==> config.mk <==
export PLATFORM = sky130hd
export DESIGN_NAME = sbad_matrix
export DESIGN_NICKNAME = d
export VERILOG_FILES = /design/src/logic/sbad_pkg.sv /design/src/logic/sbad_addr_decoder.sv /design/src/logic/sbad_matrix.sv
export SDC_FILE = /design/constraint.sdc
export NUM_CORES = 1
export LEC_CHECK = 0
export ABC_CLOCK_PERIOD_IN_PS = 7100
export BUFFER_PORTS_ARGS = -buffer_cell sky130_fd_sc_hd__buf_2
export CAP_MARGIN = 20
export CORE_MARGIN = 4
export CORE_UTILIZATION = 35
export DETAILED_ROUTE_END_ITERATION = 6
export RECOVER_POWER = 50
export SLEW_MARGIN = 20
export SYNTH_ARGS = -nofsm -noshare
export SYNTH_HDL_FRONTEND = slang
export SYNTH_SLANG_ARGS = --single-unit
==> constraint.sdc <==
create_clock -name clk_in -period 7.1 [get_ports clk_in]
set_clock_uncertainty 0.2 [all_clocks]
set_input_delay 1.775 -clock clk_in [delete_from_list [all_inputs] [get_ports clk_in]]
set_output_delay 1.775 -clock clk_in [all_outputs]
set_load 0.03 [all_outputs]
==> src/logic/sbad_pkg.sv <==
/*
 * Constants and types shared by the system bus address decoder.
 * Assumes a single 20 MHz bus clock and a 32-bit physical address space.
 */
`default_nettype none

package sbad_pkg;

    localparam int SBAD_NUM_MST = 8;
    localparam int SBAD_NUM_SLV = 8;

    // Master numbers by port index 0..7
    localparam logic [7:0][3:0] SBAD_MST_NUM = {
        4'h9, 4'h8, 4'h5, 4'h4, 4'h3, 4'h2, 4'h1, 4'h0
    };

    // Slave numbers
    localparam logic [2:0] SBAD_SLV_BANK0 = 3'h0;
    localparam logic [2:0] SBAD_SLV_BANK1 = 3'h1;
    localparam logic [2:0] SBAD_SLV_PBA = 3'h2;
    localparam logic [2:0] SBAD_SLV_PBB = 3'h3;
    localparam logic [2:0] SBAD_SLV_EXT = 3'h4;
    localparam logic [2:0] SBAD_SLV_USB = 3'h5;
    localparam logic [2:0] SBAD_SLV_DISP = 3'h6;
    localparam logic [2:0] SBAD_SLV_DMA = 3'h7;

    // Window sizes as address masks
    localparam logic [31:0] SBAD_MASK_256M = 32'h0FFF_FFFF;
    localparam logic [31:0] SBAD_MASK_64M = 32'h03FF_FFFF;
    localparam logic [31:0] SBAD_MASK_1M = 32'h000F_FFFF;
    localparam logic [31:0] SBAD_MASK_16K = 32'h0000_3FFF;
    localparam logic [31:0] SBAD_MASK_4K = 32'h0000_0FFF;
    localparam logic [31:0] SBAD_MASK_1K = 32'h0000_03FF;

    // Window base addresses
    localparam logic [31:0] SBAD_BASE_CS0 = 32'h0000_0000;
    localparam logic [31:0] SBAD_BASE_CS4 = 32'h0400_0000;
    localparam logic [31:0] SBAD_BASE_CS2 = 32'h0800_0000;
    localparam logic [31:0] SBAD_BASE_CS3 = 32'h0C00_0000;
    localparam logic [31:0] SBAD_BASE_CS1 = 32'h1000_0000;
    localparam logic [31:0] SBAD_BASE_CS5 = 32'h2000_0000;
    localparam logic [31:0] SBAD_BASE_BANK0 = 32'h2400_0000;
    localparam logic [31:0] SBAD_BASE_BANK1 = 32'h2400_4000;
    localparam logic [31:0] SBAD_BASE_DISP = 32'hFF00_0000;
    localparam logic [31:0] SBAD_BASE_DMA = 32'hFF20_0000;
    localparam logic [31:0] SBAD_BASE_USB = 32'hFF30_0000;
    localparam logic [31:0] SBAD_BASE_PBA = 32'hFFE0_0000;
    localparam logic [31:0] SBAD_BASE_PBB = 32'hFFF0_0000;

    // External chip select codes
    localparam logic [2:0] SBAD_CS_0 = 3'h0;
    localparam logic [2:0] SBAD_CS_1 = 3'h1;
    localparam logic [2:0] SBAD_CS_2 = 3'h2;
    localparam logic [2:0] SBAD_CS_3 = 3'h3;
    localparam logic [2:0] SBAD_CS_4 = 3'h4;
    localparam logic [2:0] SBAD_CS_5 = 3'h5;

    // Peripheral bus A slots of 0x400 bytes
    localparam int SBAD_PBA_SLOT_LSB = 10;
    localparam logic [31:0] SBAD_PBA_UPPER_MASK = 32'h000F_C000;
    localparam logic [3:0] SBAD_PBA_LAST_SLOT = 4'hD;

    // Reset values
    localparam logic [2:0] SBAD_RST_IDX = 3'h0;
    localparam logic [3:0] SBAD_RST_NUM = 4'h0;
    localparam logic [31:0] SBAD_RST_ADDR = 32'h0000_0000;

    typedef struct packed {
        logic [7:0] busy;
        logic [7:0][2:0] owner;
        logic [7:0][3:0] mnum;
        logic [7:0][31:0] addr;
        logic [2:0] cs;
        logic [3:0] pba_idx;
        logic pba_valid;
    } sbad_state_t;

endpackage

`default_nettype wire

==> src/logic/sbad_addr_decoder.sv <==
/*
 * Private address decoder of one bus master: maps an address onto a
 * slave number, external chip select and peripheral bus A slot.
 * Assumes the address is stable while the master requests.
 */
`timescale 1ns/1ps
`default_nettype none

module sbad_addr_decoder
    import sbad_pkg::*;
(
    input wire logic [31:0] addr_in,
    output logic hit_out,
    output logic [2:0] slave_out,
    output logic [2:0] cs_out,
    output logic [3:0] pba_idx_out,
    output logic pba_valid_out
);

    function automatic logic sbad_in_win(input logic [31:0] a,
                                         input logic [31:0] base,
                                         input logic [31:0] mask);
        return (a & ~mask) == base;
    endfunction

    ////////////////////////////////////////////////////////////////////
    // Fixed map, no remap input exists at all (see RL1)
    always_comb begin
        hit_out = 1'b1;
        slave_out = SBAD_SLV_EXT;
        cs_out = SBAD_CS_0;
        pba_idx_out = 4'h0;
        pba_valid_out = 1'b0;
        if (sbad_in_win(addr_in, SBAD_BASE_CS0, SBAD_MASK_64M)) begin
            cs_out = SBAD_CS_0; // see RL2
        end else if (sbad_in_win(addr_in, SBAD_BASE_CS4, SBAD_MASK_64M)) begin
            cs_out = SBAD_CS_4; // see RL2
        end else if (sbad_in_win(addr_in, SBAD_BASE_CS2, SBAD_MASK_64M)) begin
            cs_out = SBAD_CS_2; // see RL2
        end else if (sbad_in_win(addr_in, SBAD_BASE_CS3, SBAD_MASK_64M)) begin
            cs_out = SBAD_CS_3; // see RL2
        end else if (sbad_in_win(addr_in, SBAD_BASE_CS1, SBAD_MASK_256M)) begin
            cs_out = SBAD_CS_1; // see RL3
        end else if (sbad_in_win(addr_in, SBAD_BASE_CS5, SBAD_MASK_64M)) begin
            cs_out = SBAD_CS_5; // see RL4
        end else if (sbad_in_win(addr_in, SBAD_BASE_BANK0,
                                 SBAD_MASK_16K)) begin
            slave_out = SBAD_SLV_BANK0; // see RL5
        end else if (sbad_in_win(addr_in, SBAD_BASE_BANK1,
                                 SBAD_MASK_16K)) begin
            slave_out = SBAD_SLV_BANK1; // see RL5
        end else if (sbad_in_win(addr_in, SBAD_BASE_DISP, SBAD_MASK_4K)) begin
            slave_out = SBAD_SLV_DISP; // see RL6, see RL17
        end else if (sbad_in_win(addr_in, SBAD_BASE_DMA, SBAD_MASK_1K)) begin
            slave_out = SBAD_SLV_DMA; // see RL6, see RL17
        end else if (sbad_in_win(addr_in, SBAD_BASE_USB, SBAD_MASK_1M)) begin
            slave_out = SBAD_SLV_USB; // see RL7, see RL17
        end else if (sbad_in_win(addr_in, SBAD_BASE_PBA, SBAD_MASK_1M)) begin
            slave_out = SBAD_SLV_PBA; // see RL7
            // Slots 0..13: serial, two-wire, sync serial, parallel I/O
            if (((addr_in & SBAD_PBA_UPPER_MASK) == 32'h0000_0000) &&
                (addr_in[SBAD_PBA_SLOT_LSB +: 4] <= SBAD_PBA_LAST_SLOT)) begin
                pba_idx_out = addr_in[SBAD_PBA_SLOT_LSB +: 4]; // see RL13
                pba_valid_out = 1'b1; // see RL14, see RL15
            end
        end else if (sbad_in_win(addr_in, SBAD_BASE_PBB, SBAD_MASK_1M)) begin
            slave_out = SBAD_SLV_PBB; // see RL7
        end else begin
            hit_out = 1'b0; // see RL8
        end
    end

endmodule // sbad_addr_decoder

`default_nettype wire

==> src/logic/sbad_matrix.sv <==
/*
 * Bus matrix core: one private decoder per master, one arbiter per
 * slave, error completion of unmapped accesses.
 * Assumes masters hold request and address until done or error, and
 * slaves other than the memory banks pulse done when a transfer ends.
 */
// Summary of operation
// (RL1) One fixed map, never remapped, even boot
// (RL2) Four 64M windows to chip selects 0,4,2,3
// (RL3) 256M at 0x1000_0000 selects chip select 1
// (RL4) 64M at 0x2000_0000 selects chip select 5
// (RL5) Two 16K memory banks at 0x2400_0000/4000
// (RL6) Display 4K and DMA 1K config windows
// (RL7) USB, bus A, bus B 1M windows
// (RL8) Unmapped access returns error to its master
// (RL9) Every master has its own decoder
// (RL10) Master numbers 0-5, 8, 9 by port
// (RL11) Every slave has its own arbiter
// (RL12) Slave numbers 0-7 as listed
// (RL13) Bus A: serial, serial, two-wire at 0x800
// (RL14) Bus A: four serial ports from 0xFFE00C00
// (RL15) Bus A: sync serial then parallel I/O slots
// (RL16) Memory banks complete in one cycle
// (RL17) Config and USB windows are matrix slaves
// (RL18) One grant per slave, held until done
`timescale 1ns/1ps
`default_nettype none

module sbad_matrix
    import sbad_pkg::*;
(
    input wire logic clk_in,
    input wire logic rstn_in,
    input wire logic [7:0] mst_req_in,
    input wire logic [7:0][31:0] mst_addr_in,
    output logic [7:0] mst_gnt_out,
    output logic [7:0] mst_done_out,
    output logic [7:0] mst_err_out,
    input wire logic [7:0] slv_done_in,
    output logic [7:0] slv_gnt_out,
    output logic [7:0][3:0] slv_mst_out,
    output logic [7:0][31:0] slv_addr_out,
    output logic [2:0] ext_cs_out,
    output logic [3:0] pba_slot_out,
    output logic pba_slot_valid_out
);

    sbad_state_t state_reg;
    sbad_state_t state_next;

    logic [7:0] dec_hit;
    logic [7:0][2:0] dec_slave;
    logic [7:0][2:0] dec_cs;
    logic [7:0][3:0] dec_pba_idx;
    logic [7:0] dec_pba_valid;
    logic [7:0] slv_fin;

    ////////////////////////////////////////////////////////////////////
    // Helpers

    function automatic logic [3:0] sbad_mst_num(input logic [2:0] idx);
        return SBAD_MST_NUM[idx]; // see RL10
    endfunction

    function automatic logic sbad_is_bank(input logic [2:0] s);
        return (s == SBAD_SLV_BANK0) || (s == SBAD_SLV_BANK1);
    endfunction

    // Fixed priority: lowest port index wins; fairness left to masters
    function automatic logic [3:0] sbad_pick(input logic [7:0] v);
        logic [3:0] r;
        r = 4'h0;
        for (int i = 7; i >= 0; i--) begin
            if (v[i]) begin
                r = {1'b1, 3'(i)};
            end
        end
        return r;
    endfunction

    ////////////////////////////////////////////////////////////////////
    // Private decoders

    for (genvar g = 0; g < SBAD_NUM_MST; g++) begin : g_dec
        sbad_addr_decoder u_dec ( // see RL9
            .addr_in(mst_addr_in[g]),
            .hit_out(dec_hit[g]),
            .slave_out(dec_slave[g]),
            .cs_out(dec_cs[g]),
            .pba_idx_out(dec_pba_idx[g]),
            .pba_valid_out(dec_pba_valid[g])
        );
    end

    ////////////////////////////////////////////////////////////////////
    // Transfer completion per slave

    always_comb begin
        for (int s = 0; s < SBAD_NUM_SLV; s++) begin
            // Banks have no wait states, so one granted cycle is all
            slv_fin[s] = state_reg.busy[s] &
                (sbad_is_bank(3'(s)) | slv_done_in[s]); // see RL16
        end
    end

    ////////////////////////////////////////////////////////////////////
    // Arbiters and next state

    always_comb begin
        logic [7:0] want;
        logic [3:0] win;
        want = 8'h00;
        win = 4'h0;
        state_next = state_reg;
        for (int s = 0; s < SBAD_NUM_SLV; s++) begin // see RL11
            for (int m = 0; m < SBAD_NUM_MST; m++) begin
                want[m] = mst_req_in[m] & dec_hit[m] &
                    (dec_slave[m] == 3'(s)); // see RL12
            end
            win = sbad_pick(want);
            if (state_reg.busy[s]) begin
                // Grant stands until the transfer ends
                if (slv_fin[s]) begin
                    state_next.busy[s] = 1'b0; // see RL18
                end
            end else if (win[3]) begin
                state_next.busy[s] = 1'b1; // see RL18
                state_next.owner[s] = win[2:0];
                state_next.mnum[s] = sbad_mst_num(win[2:0]);
                state_next.addr[s] = mst_addr_in[win[2:0]];
                if (3'(s) == SBAD_SLV_EXT) begin
                    state_next.cs = dec_cs[win[2:0]]; // see RL2
                end
                if (3'(s) == SBAD_SLV_PBA) begin
                    state_next.pba_idx = dec_pba_idx[win[2:0]];
                    state_next.pba_valid = dec_pba_valid[win[2:0]];
                end
            end
        end
    end

    always_ff @(posedge clk_in or negedge rstn_in) begin
        if (!rstn_in) begin
            state_reg.busy <= 8'h00;
            state_reg.owner <= {SBAD_NUM_SLV{SBAD_RST_IDX}};
            state_reg.mnum <= {SBAD_NUM_SLV{SBAD_RST_NUM}};
            state_reg.addr <= {SBAD_NUM_SLV{SBAD_RST_ADDR}};
            state_reg.cs <= SBAD_CS_0;
            state_reg.pba_idx <= 4'h0;
            state_reg.pba_valid <= 1'b0;
        end else begin
            state_reg <= state_next;
        end
    end

    ////////////////////////////////////////////////////////////////////
    // Master side handshake

    always_comb begin
        mst_gnt_out = 8'h00;
        mst_done_out = 8'h00;
        for (int m = 0; m < SBAD_NUM_MST; m++) begin
            for (int s = 0; s < SBAD_NUM_SLV; s++) begin
                if (state_reg.busy[s] && (state_reg.owner[s] == 3'(m))) begin
                    mst_gnt_out[m] = 1'b1;
                    mst_done_out[m] = slv_fin[s];
                end
            end
        end
    end

    // Unmapped access ends at once with an error
    assign mst_err_out = mst_req_in & ~dec_hit; // see RL8

    assign slv_gnt_out = state_reg.busy;
    assign slv_mst_out = state_reg.mnum;
    assign slv_addr_out = state_reg.addr;
    assign ext_cs_out = state_reg.cs;
    assign pba_slot_out = state_reg.pba_idx;
    assign pba_slot_valid_out = state_reg.pba_valid;
endmodule // sbad_matrix

`default_nettype wire

### After elaboration in Yosys (flattened, before gate mapping)

Memory sizes are Yosys's and may differ from the RTL's. A register that Yosys moved wholly into a read port is not among the register bits.
Cells that the tools add are included.

| storage, ports and cells | value |
|---|---|
| register bits | 296 |
| ROM bits | 256 |
| input port bits | 274 |
| output and inout port bits | 328 |
| word-level logic and storage cells | 1,160 |
| memories kept | 8 |

| operators by class | value |
|---|---|
| order comparisons | 16 |
| eq/ne operators | 208 |
| multiplexer cells | 700 |
| bitwise logic cells | 88 |
| reductions and logical operators | 120 |

Memory list:

| name | words | bits a word | rd ports | clocked after memory_dff | wr ports | line | source |
|---|---|---|---|---|---|---|---|
| (name not given) | 8 | 4 | 1 | 1 | 0 | sbad_matrix.sv:62 | `return SBAD_MST_NUM[idx];` |
| (name not given) | 8 | 4 | 1 | 1 | 0 | sbad_matrix.sv:62 |  |
| (name not given) | 8 | 4 | 1 | 1 | 0 | sbad_matrix.sv:62 |  |
| (name not given) | 8 | 4 | 1 | 1 | 0 | sbad_matrix.sv:62 |  |
| (name not given) | 8 | 4 | 1 | 1 | 0 | sbad_matrix.sv:62 |  |
| (name not given) | 8 | 4 | 1 | 1 | 0 | sbad_matrix.sv:62 |  |
| +2 memories | n/a | n/a | n/a | n/a | n/a | n/a |  |

Operators by type and width:

| kind | number |
|---|---|
| 32-bit binary-select mux with 3-bit select | 8 |
| 4-bit two-way mux | 169 |
| 32-bit zero test | 16 |
| 3-bit two-way mux | 153 |
| 1-bit two-way mux | 359 |
| 12-bit equality test (second input constant) | 24 |
| 18-bit by 16-bit equality test with 1-bit output (second input constant) | 16 |
| 32-bit two-way mux | 8 |
| 3-bit equality test (second input constant) | 64 |
| 22-bit equality test (second input constant) | 8 |
| 20-bit equality test (second input constant) | 8 |
| 3-bit by 2-bit equality test with 1-bit output (second input constant) | 32 |
| 6-bit by 2-bit equality test with 1-bit output (second input constant) | 16 |
| 1-bit AND | 78 |
| 1-bit logical AND | 72 |
| 3-bit by 1-bit equality test with 1-bit output (second input constant) | 16 |
| 6-bit by 1-bit equality test with 1-bit output (second input constant) | 8 |
| 6-bit by 4-bit equality test with 1-bit output (second input constant) | 8 |
| 3-bit zero test | 16 |
| 4-bit by 1-bit equality test with 1-bit output (second input constant) | 8 |
| 4-bit <= comparator (second input constant) | 8 |
| 3-bit by 4-bit less-than comparator with 1-bit output (second input constant) | 8 |
| 2-bit AND reduction | 8 |
| 4-bit binary-select mux with 3-bit select | 1 |
| other kinds (6) | 20 |

### Depth between registers and ports, before layout

Gate-level depths: netlist (run 1).

| logic depth | value |
|---|---|
| depth in word-level cells | 26 |
| mapped depth | 14 |
| depth with buffers taken out | 10 |

### By module

Synthesis (run 1) repeated with hierarchy kept, for this count alone.

| second synthesis, totals | value |
|---|---|
| cells, all modules | 4,474 |
| area total of the unflattened synthesis | 35,042.4 sq um |

By module, submodules not included:

| module | times used | cells an instance | area an instance (sq um) | sequential area each (sq um) |
|---|---|---|---|---|
| sbad_matrix | 1 | 4,149 | 33,036.7 | 8,007.7 |
| sbad_addr_decoder (g_dec[1].u_dec ...) | 7 | 41 | 247.7 | 0.0 |
| sbad_addr_decoder (g_dec[0].u_dec) | 1 | 38 | 271.5 | 0.0 |

### Worst setup path after synthesis (run 1)

No wires, ideal clock.

| timing path | value |
|---|---|
| path type | in2out |
| start | input mst_addr_in[106] (netlist name) |
| end | output mst_err_out[3] |
| arrival | 3.443 ns |
| data required time | 5.125 ns |
| setup slack | 1.682 ns |
| cell stages on the path | 8 |
| path buffers | 1 |
| cell sequence | clkbuf_1 -> o21ai_0 -> and2_1 -> and2_1 -> a21oi_1 -> nor3_1 -> o21a_1 -> nor3_1 |

| between the ends | value |
|---|---|
| cells in the longest elaborated chain, start to end | 13 |

RTL lines:

| item | line | source |
|---|---|---|
| start: declaration | sbad_matrix.sv:35 | `input wire logic [7:0][31:0] mst_addr_in,` |
| 22-bit equality test | sbad_addr_decoder.sv:23 | `return (a & ~mask) == base;` |
| 1-bit two-way mux | sbad_addr_decoder.sv:54 | `end else if (sbad_in_win(addr_in, SBAD_BASE_DMA, SBAD_MASK_1K)) begin` |
| 1-bit two-way mux | sbad_addr_decoder.sv:52 | `end else if (sbad_in_win(addr_in, SBAD_BASE_DISP, SBAD_MASK_4K)) begin` |
| 1-bit two-way mux | sbad_addr_decoder.sv:49 | `end else if (sbad_in_win(addr_in, SBAD_BASE_BANK1,` |
| 1-bit two-way mux | sbad_addr_decoder.sv:46 | `end else if (sbad_in_win(addr_in, SBAD_BASE_BANK0,` |
| 1-bit two-way mux | sbad_addr_decoder.sv:44 | `end else if (sbad_in_win(addr_in, SBAD_BASE_CS5, SBAD_MASK_64M)) begin` |
| 1-bit two-way mux | sbad_addr_decoder.sv:42 | `end else if (sbad_in_win(addr_in, SBAD_BASE_CS1, SBAD_MASK_256M)) begin` |
| 1-bit two-way mux | sbad_addr_decoder.sv:40 | `end else if (sbad_in_win(addr_in, SBAD_BASE_CS3, SBAD_MASK_64M)) begin` |
| 1-bit two-way mux | sbad_addr_decoder.sv:38 | `end else if (sbad_in_win(addr_in, SBAD_BASE_CS2, SBAD_MASK_64M)) begin` |
| 1-bit two-way mux | sbad_addr_decoder.sv:36 | `end else if (sbad_in_win(addr_in, SBAD_BASE_CS4, SBAD_MASK_64M)) begin` |
| 1-bit two-way mux | sbad_addr_decoder.sv:34 | `if (sbad_in_win(addr_in, SBAD_BASE_CS0, SBAD_MASK_64M)) begin` |
| 8-bit NOT | sbad_matrix.sv:173 | `assign mst_err_out = mst_req_in & ~dec_hit;` |
| 8-bit AND | sbad_matrix.sv:173 |  |
| end: declaration | sbad_matrix.sv:38 | `output logic [7:0] mst_err_out,` |

No other way between the ends.

### Final worst setup path (run 1)

| timing path | value |
|---|---|
| start | input mst_addr_in[244] (netlist name) |
| end | output mst_err_out[7] |

| between the ends | value |
|---|---|
| cells in the longest elaborated chain, start to end | 16 |
| elaborated cells on any way between the ends | 22 |
| classes of those cells | eq/ne: 7; mux: 13; bitwise: 2 |

RTL lines:

| item | line | source |
|---|---|---|
| 12-bit equality test | sbad_addr_decoder.sv:23 |  |
| 1-bit two-way mux | sbad_addr_decoder.sv:66 | `end else if (sbad_in_win(addr_in, SBAD_BASE_PBB, SBAD_MASK_1M)) begin` |
| 1-bit two-way mux | sbad_addr_decoder.sv:58 | `end else if (sbad_in_win(addr_in, SBAD_BASE_PBA, SBAD_MASK_1M)) begin` |
| 1-bit two-way mux | sbad_addr_decoder.sv:56 | `end else if (sbad_in_win(addr_in, SBAD_BASE_USB, SBAD_MASK_1M)) begin` |
| 1-bit two-way mux | sbad_addr_decoder.sv:54 |  |
| 1-bit two-way mux | sbad_addr_decoder.sv:52 |  |
| 1-bit two-way mux | sbad_addr_decoder.sv:49 |  |
| 1-bit two-way mux * | sbad_addr_decoder.sv:46 |  |
| 1-bit two-way mux * | sbad_addr_decoder.sv:44 |  |
| 1-bit two-way mux * | sbad_addr_decoder.sv:42 |  |
| 1-bit two-way mux * | sbad_addr_decoder.sv:40 |  |
| 1-bit two-way mux * | sbad_addr_decoder.sv:38 |  |
| 1-bit two-way mux * | sbad_addr_decoder.sv:36 |  |
| 1-bit two-way mux * | sbad_addr_decoder.sv:34 |  |
| 8-bit NOT * | sbad_matrix.sv:173 |  |
| 8-bit AND * | sbad_matrix.sv:173 |  |

Mark *: on every way between the ends. The rest lies on a longest branch, timed or not.

==> metrics.md, run 1 <==
| Metric | Value |
|---|---|
| Final Hold Fails | `0` |
| Setup TNS | `0 ps` |
| Io pins | `around 600` |
| Status | `finished with violations` |
| Routed via count | `29,577` |
| Unique masters post-synth | `100` |
| Initial DRC Count | `between 3,000 and 4,000` |
| Syn Nets | `~3,700` |
| Max-slew headroom | `-170%` |
| Worst Tran Pin Value | `~4000 ps` |
| Critical path fanouts, max | `7` |
| Minimum hold slack | `roughly 260 ps` |
| Die Y | `about 300 µm` |
| R2R Path Start | `slv_gnt_out[3]` |
| H-tree depth | `2` |
| Clk sink count | `320` |
| RD Place Congestion | `1.03` |
| Critical Path RT | `5120 ps` |
| DRT antenna net count | `0` |
| Synth async-reset ratio | `100%` |
| Detailed placement HPWL | `108 mm` |
| Register bit total from synthesis | `320` |
| # resized after CTS | `0` |
| Fmax | `0.165 GHz` |
| DIE AREA | `around 0.085 mm²` |
| Core area | `between 0.07 and 0.08 mm²` |
| Clock root buffer | `clkbuf_16` |
| Max Cap Viol | `1` |
| CTS Buf Count | `between 40 and 50` |
| Internal Power | `3.63 mW` |
| Sequential area share after synthesis | `28.3%` |
| Worst Hold Class | `register to register` |
| Synth top area share | `between 20% and 30%` |
| Setup violators final | `0` |
| WL met1 | `about 57 mm` |
| Fraction of final layout cells sized beyond drive strength 1 | `a little over a fifth` |
| Pwr/cell area | `around 180 mW/mm²` |
| Max layer used | `met5` |
| Met3 routed WL | `roughly 18 mm` |
| Post-CTS Hold Fix Bufs | `0` |
| Final min period | `approximately 6100 ps` |
| P_leak | `approximately 14 nW` |
| Filler cells | `roughly 8,300` |
| Total power draw | `5.69 mW` |
| Synth Flop Type | `dfrtp_1` |
| Layout area overhead | `11.1%` |
| Violated checks | `max-capacitance violations, max-slew violations` |
| Die Span X | `slightly below 300 µm` |
| Period Utilization, post-route | `a little under nine tenths` |
| Largest net degree at the start of global routing | `roughly 140` |
| Post-synthesis cell count | `~3,400` |
| Mapped Avg Cell Area | `a little over 8 µm²` |
| Reg power frac | `between 30% and 40%` |
| Ys Warns | `0` |
| Hold Path Depth | `1` |
| Nets | `about 3,800` |
| Minimum setup slack among reg-to-reg paths | `roughly 4400 ps` |
| Critical path class | `input port to primary output` |
| Clock tree buffer depth | `3` |
| Placed cell areas | `roughly 0.030 mm²` |
| Logic pwr share | `around 25%` |
| Vias per inst | `approximately 6.3` |
| Reg2Reg Capture Point | `slv_addr_out[109]` |
| VDD IR-drop max | `around 130 µV` |
| Clk pwr share | `about two fifths` |
| CP startpoint kind | `input port` |
| Switching power total | `2.05 mW` |
| Most common cell in the netlist | `nand2_1` |
| First-pass GRT wire length | `around 200 mm` |
| Setup slack after layout | `just over 1000 ps` |
| Initial antenna violation count | `10` |
| Post-CTS setup buffer count | `0` |
| Global route overflow | `0` |
| Initial Utilization | `a little over a third` |
| WL final | `roughly 150 mm` |
| Commonest cells post-synth | `333 x nand2_1, 320 x dfrtp_1, 317 x mux2i_1, 314 x buf_4, 206 x nor2_1` |
| Worst EP arrival | `about 4000 ps` |
| Post-Syn Area | `approximately 0.028 mm²` |
| Hold path start | `slv_addr_out[216]` |
| Slew Limit Fails | `61` |
| R2R cell count | `5` |
| Hold EP | `slv_addr_out[216]` |
| Largest area contributor in the synthesized netlist | `dfrtp_1` |
| Crit. End Element | `primary output` |
| Max reg flops | `approximately 260` |
| Vias in the first global route | `~28,000` |
| Post-route cell area | `roughly 0.031 mm²` |
| CTS tree | `done` |
| FP Rows | `103` |
| Reg clk slew, reported paths | `roughly 60 ps` |
| Area contributors post-synth | `dfrtp_1 28%, mux2i_1 11%, buf_4 8.3%` |
| WL met2 | `62.6 mm` |
| DR WL/cell | `around 31 µm` |
| Total track usage | `around 32%` |
| Port Buffers | `roughly 600` |
| Sw Ratio | `a little over a third` |
| RSZ-0062 raised after global routing | `false` |
| Number of enable flip-flop cells after synthesis | `0` |
| DRC | `0` |
| Worst skew pair latency | `roughly 590 ps` |
| Placement-stage worst setup slack | `894 ps` |
| Drt pass-1 iters | `7` |
## layer usage
metal / GRT usage (%) / vias up
met1: 42.8 / 14383
met5: 0 / -
met2: 49.0 / 2105
li1: - / 12631
met4: 13.8 / 4
met3: 9.65 / 454
## cells in the final DEF (no fill, tap or decap), types with 52 or more instances in the layout
master | netlist | final
nor3_1 | 83 | 83
o21ai_1 | 62 | 60
nand2b_1 | 93 | 92
mux2i_1 | 317 | 317
dfrtp_1 | 320 | 320
buf_4 | 314 | 91
and2_1 | 81 | 80
a21oi_1 | 103 | 98
o21ai_0 | 162 | 162
a31oi_1 | 55 | 54
nand3_1 | 110 | 110
clkbuf_1 | 191 | 176
nand2_1 | 333 | 331
nor2_1 | 206 | 205
buf_2 | 49 | 434
o22a_1 | 52 | 52
mux2_2 | 92 | 92
## worst max path at each step
stage	end	cells past startpoint	start
3_5_place_dp	slv_addr_out[139]	12	mst_addr_in[180]
5_1_grt	mst_err_out[7]	7	mst_addr_in[244]
4_1_cts	mst_err_out[7]	7	mst_addr_in[244]
3_3_place_gp	slv_addr_out[139]	12	mst_addr_in[180]
6_report	mst_err_out[7]	7	mst_addr_in[244]
2_1_floorplan	mst_err_out[3]	8	mst_addr_in[106]
## worst max-delay path, stage by stage
cell and delay [ps]:
buf_2 150, or4_1 610, or3_1 550, nand4b_1 330
o21ai_0 330, nor3_1 120, buf_2 200
## cell type report
type	instances	area, µm²	area share (%)
Antenna cell	6	15.0	0.0479
Tap cell	1050	1310	4.19
Sequential cell	320	8010	25.5
Inverter	27	101	0.323
Timing Repair Buffer	700	3670	11.7
Clock buffer	59	1170	3.74
Clock inverter	14	188	0.598
Multi-Input combinational cell	2484	16900	53.9
## cells by family (layout without fill, tap and decap cells)
group / Yosys count / after routing / share of synthesized area, %
AND/OR/NAND/NOR: 1149 / 1149 / 20.6
AO/OA/AOI/OAI: 884 / 884 / 22.1
buffers and inverters: 596 / 800 / 12.5
multiplexers: 443 / 443 / 16.3
flip-flops: 320 / 320 / 28.3
XOR/XNOR: 8 / 8 / 0.248
other: 0 / 6 / 0
## power groups by stage
stage / logic [mW] / registers [mW] / clock network (mW)
after CTS: 1.42 / 2.06 / 2.25
after floorplan: 1.02 / 2.05 / 0
after global routing: 1.49 / 2.07 / 2.31
after detailed placement: 1.42 / 2.09 / 0
final: 1.42 / 2.06 / 2.20
after global placement: 1.41 / 2.08 / 0
## per-stage QoR
| step | utilization, % | std cells |
|---|---|---|
| finish | 39.5 | 4660 |
| global placement | 38.0 | 4581 |
| floorplan | - | 3400 |
| detailed placement | 38.0 | 4581 |
| global route | 39.5 | 4658 |
| CTS | 39.7 | 4654 |
(Power assumes the default switching activity.)
==> run 2: changes to the inputs <==
ABC_AREA = 1   (was unset)
==> run 2 against run 1 <==
Compared with the run above:
- the run still ends with max-capacitance violations, max-slew violations left
- utilization decreased by 1.3 points
- setup slack improved by 340 ps
- register-to-register slack improved by 520 ps
- clock-buffer cell count decreased by 6
- sequential cell count unchanged
- cell count increased by 60%
- sequential share of layout area decreased by 3.8 points
- first-iteration DRC count increased by 59%
- critical path depth increased by 3
- non-clock buffer count decreased by 19
- cell area increased by 17%
- critical path type unchanged
==> metrics.md, run 2 <==
| Metric | Value |
|---|---|
| Status | `finished with violations` |
| Violated checks | `max-capacitance violations, max-slew violations` |
| Commonest cells post-synth | `2,265 x nand2_1, 972 x nand3_1, 519 x nor2_1, 484 x inv_1, 333 x buf_4` |
| Seq. cell area | `0.00801 mm² (unchanged)` |
| Placed cell areas | `0.0355 mm² (+17%)` |
| WL met1 | `73.3 mm (+28%)` |
| Worst path slowest cell | `nor4_1` |
| Number of enable flip-flop cells after synthesis | `0 (unchanged)` |
| Max Cap Viol | `2 (+1)` |
| Post-route cell area | `0.0368 mm² (+17%)` |
| Die Span X | `320 µm (+9.4%)` |
| Core area | `0.0966 mm² (+21%)` |
| First-pass GRT wire length | `260 mm (+27%)` |
| Synth async-reset ratio | `100% (unchanged)` |
| DIE AREA | `0.102 mm² (+20%)` |
| Mapped Avg Cell Area | `5.66 µm² (-32%)` |
| WL final | `184 mm (+26%)` |
| CP cell instances | `buf_2 > inv_1 > nand4_1 > nor4_1 > nand3_1 > nand3_1 > nor2_1 > inv_1 > nor2_1 > buf_2` |
| Minimum hold slack | `260 ps (+1.06 ps)` |
| Area contributors post-synth | `nand2_1 25%, dfrtp_1 24%, nand3_1 14%` |
| Layout area overhead | `8.26%` |
| R2R cell count | `3 (-2)` |
| Initial Utilization | `35.2% (-0.32 points)` |
| Unique masters post-synth | `59 (-41%)` |
| Largest area contributor in the synthesized netlist | `nand2_1` |
| Sequential area share after synthesis | `23.6% (-4.8 points)` |
| Post-Syn Area | `0.0340 mm² (+20%)` |
| CTS tree | `done` |
| Filler cells | `10,980 (+32%)` |
| Max reg flops | `256 (unchanged)` |
| CP top delay family | `simple AND/OR/NAND/NOR gates` |
| Post-synthesis cell count | `6,010 (+77%)` |
| Die Y | `320 µm (+9.4%)` |
| Most common cell in the netlist | `nand2_1` |
| Final Hold Fails | `0 (unchanged)` |
| Total track usage | `34.3% (+1.9 points)` |
| Routed via count | `41,323 (+40%)` |
| H-tree depth | `2 (unchanged)` |
| Syn Nets | `6,284 (+71%)` |
| Clock root buffer | `clkbuf_16` |
| Max layer used | `met5` |
| Pwr/cell area | `165 mW/mm² (-9.0%)` |
| Reg2Reg Capture Point | `slv_addr_out[176]` |
| Fraction of final layout cells sized beyond drive strength 1 | `12.7% (-8.7 points)` |
| Worst Setup SP | `mst_addr_in[46]` |
| Setup TNS | `0 ps (unchanged)` |
| Minimum setup slack among reg-to-reg paths | `4870 ps (+520 ps)` |
| Synth top area share | `25.0% (-3.3 points)` |
| Clock tree buffer depth | `3 (unchanged)` |
| Global route overflow | `0 (unchanged)` |
| Period Utilization, post-route | `80.6% (-4.8 points)` |
| Drt pass-1 iters | `6 (-1)` |
| Crit. End Element | `primary output` |
| # resized after CTS | `0 (unchanged)` |
| Largest net degree at the start of global routing | `121 (-16%)` |
| Commonest non-fill, non-tap cell in the layout | `nand2_1` |
| Fmax | `0.175 GHz (+5.9%)` |
| Initial antenna violation count | `29 (+19)` |
| FP Rows | `114 (+11%)` |
| Register bit total from synthesis | `320 (unchanged)` |
| Most frequent cells in the layout | `2,265 x nand2_1, 971 x nand3_1, 518 x nor2_1` |
| Setup violators final | `0 (unchanged)` |
| VDD IR-drop max | `161 µV (+25%)` |
| Critical path fanouts, max | `5 (-2)` |
| Worst Hold Class | `register to register` |
| Critical path class | `input port to primary output` |
| Post-CTS Hold Fix Bufs | `0 (unchanged)` |
| WP buf/inv | `4 (+2)` |
| Max-slew headroom | `-117% (+52 points)` |
| DRC | `0 (unchanged)` |
| Io pins | `602 (unchanged)` |
| Largest stage delay on the critical path | `610 ps (about the same)` |
| CP startpoint kind | `input port` |
| R2R Path Start | `slv_gnt_out[5]` |
| Worst EP arrival | `3750 ps (-340 ps)` |
| Initial DRC Count | `5,826 (+59%)` |
| Area of the multi-input gates | `0.0201 mm² (+19%)` |
| P_leak | `20.5 nW (+41%)` |
| Ys Warns | `0 (unchanged)` |
| Worst Tran Pin Value | `3260 ps (-784 ps)` |
| RSZ-0062 raised after global routing | `false` |
| Crit path depth | `10 (+3)` |
| Clk sink count | `320 (unchanged)` |
| Detailed placement HPWL | `140 mm (+30%)` |
| CP endpoint | `mst_err_out[1]` |
| Synth Flop Type | `dfrtp_1` |
| Nets | `6,392 (+66%)` |
| Vias per inst | `5.55 (-13%)` |
| WL met2 | `74.3 mm (+19%)` |
| Met3 routed WL | `25.3 mm (+37%)` |
| Worst skew pair latency | `620 ps (+30 ps)` |
| Final min period | `5720 ps (-339 ps)` |
| RD Place Congestion | `1.05 (+2.2%)` |
| Vias in the first global route | `36,844 (+33%)` |
| Reg clk slew, reported paths | `60 ps (about the same)` |
| CTS Buf Count | `42 (+2.4%)` |
| DRT antenna net count | `0 (unchanged)` |
| Port Buffers | `599 (unchanged)` |
| Post-CTS setup buffer count | `0 (unchanged)` |
| Slew Limit Fails | `230 (+280%)` |
| Critical Path RT | `5120 ps (about the same)` |
| DR WL/cell | `24.8 µm (-21%)` |
## run 2: cells by family after synthesis
logic type | synth area share (%)
AND/OR/NAND/NOR | 52.3
flip-flops | 23.6
buffers and inverters | 17.5
AO/OA/AOI/OAI | 6.60
## run 2: worst min path at each step
stage	startpoint	to	cells after the start
3_5_place_dp	slv_addr_out[185]	slv_addr_out[185]	1
6_report	slv_addr_out[184]	slv_addr_out[184]	1
2_1_floorplan	slv_addr_out[218]	slv_addr_out[218]	1
3_3_place_gp	slv_addr_out[29]	slv_addr_out[29]	1
5_1_grt	slv_addr_out[220]	slv_addr_out[220]	1
4_1_cts	slv_addr_out[185]	slv_addr_out[185]	1
## run 2: report_power, final
group | internal [mW] | total [mW] | switching, mW | leakage (nW)
clock | 1.45 | 2.39 | 0.931 | 0.745
combinational | 0.410 | 1.66 | 1.25 | 15.7
sequential | 1.94 | 2.02 | 0.0805 | 4.03
total | 3.80 | 6.07 | 2.26 | 20.5
## run 2: final cells by class
type / count / area share [%]
clock buffers: 53 / 3.16
diodes: 19 / 0.129
clock inverters: 20 / 0.969
flip-flops and latches: 320 / 21.8
inverters: 539 / 5.50
multi-input cells: 4534 / 54.6
well taps: 1276 / 4.34
repair buffers: 681 / 9.51
## run 2: stage by stage
step	instances	power (mW)	setup slack (ps)	utilization, %
global route	7431	6.33	1260	38.1
floorplan	6010	3.11	2060	-
CTS	7423	6.09	1410	38.3
global placement	7350	3.66	978	36.7
finish	7442	6.07	1380	38.1
detailed placement	7350	3.66	974	36.7
## run 2: per-layer routing
metal  GRT usage (%)  vias to the layer above
met5               0                        -
met4            17.3                       14
met3            12.1                      541
met2            49.1                     2690
met1            45.4                    18963
li1                -                    19115
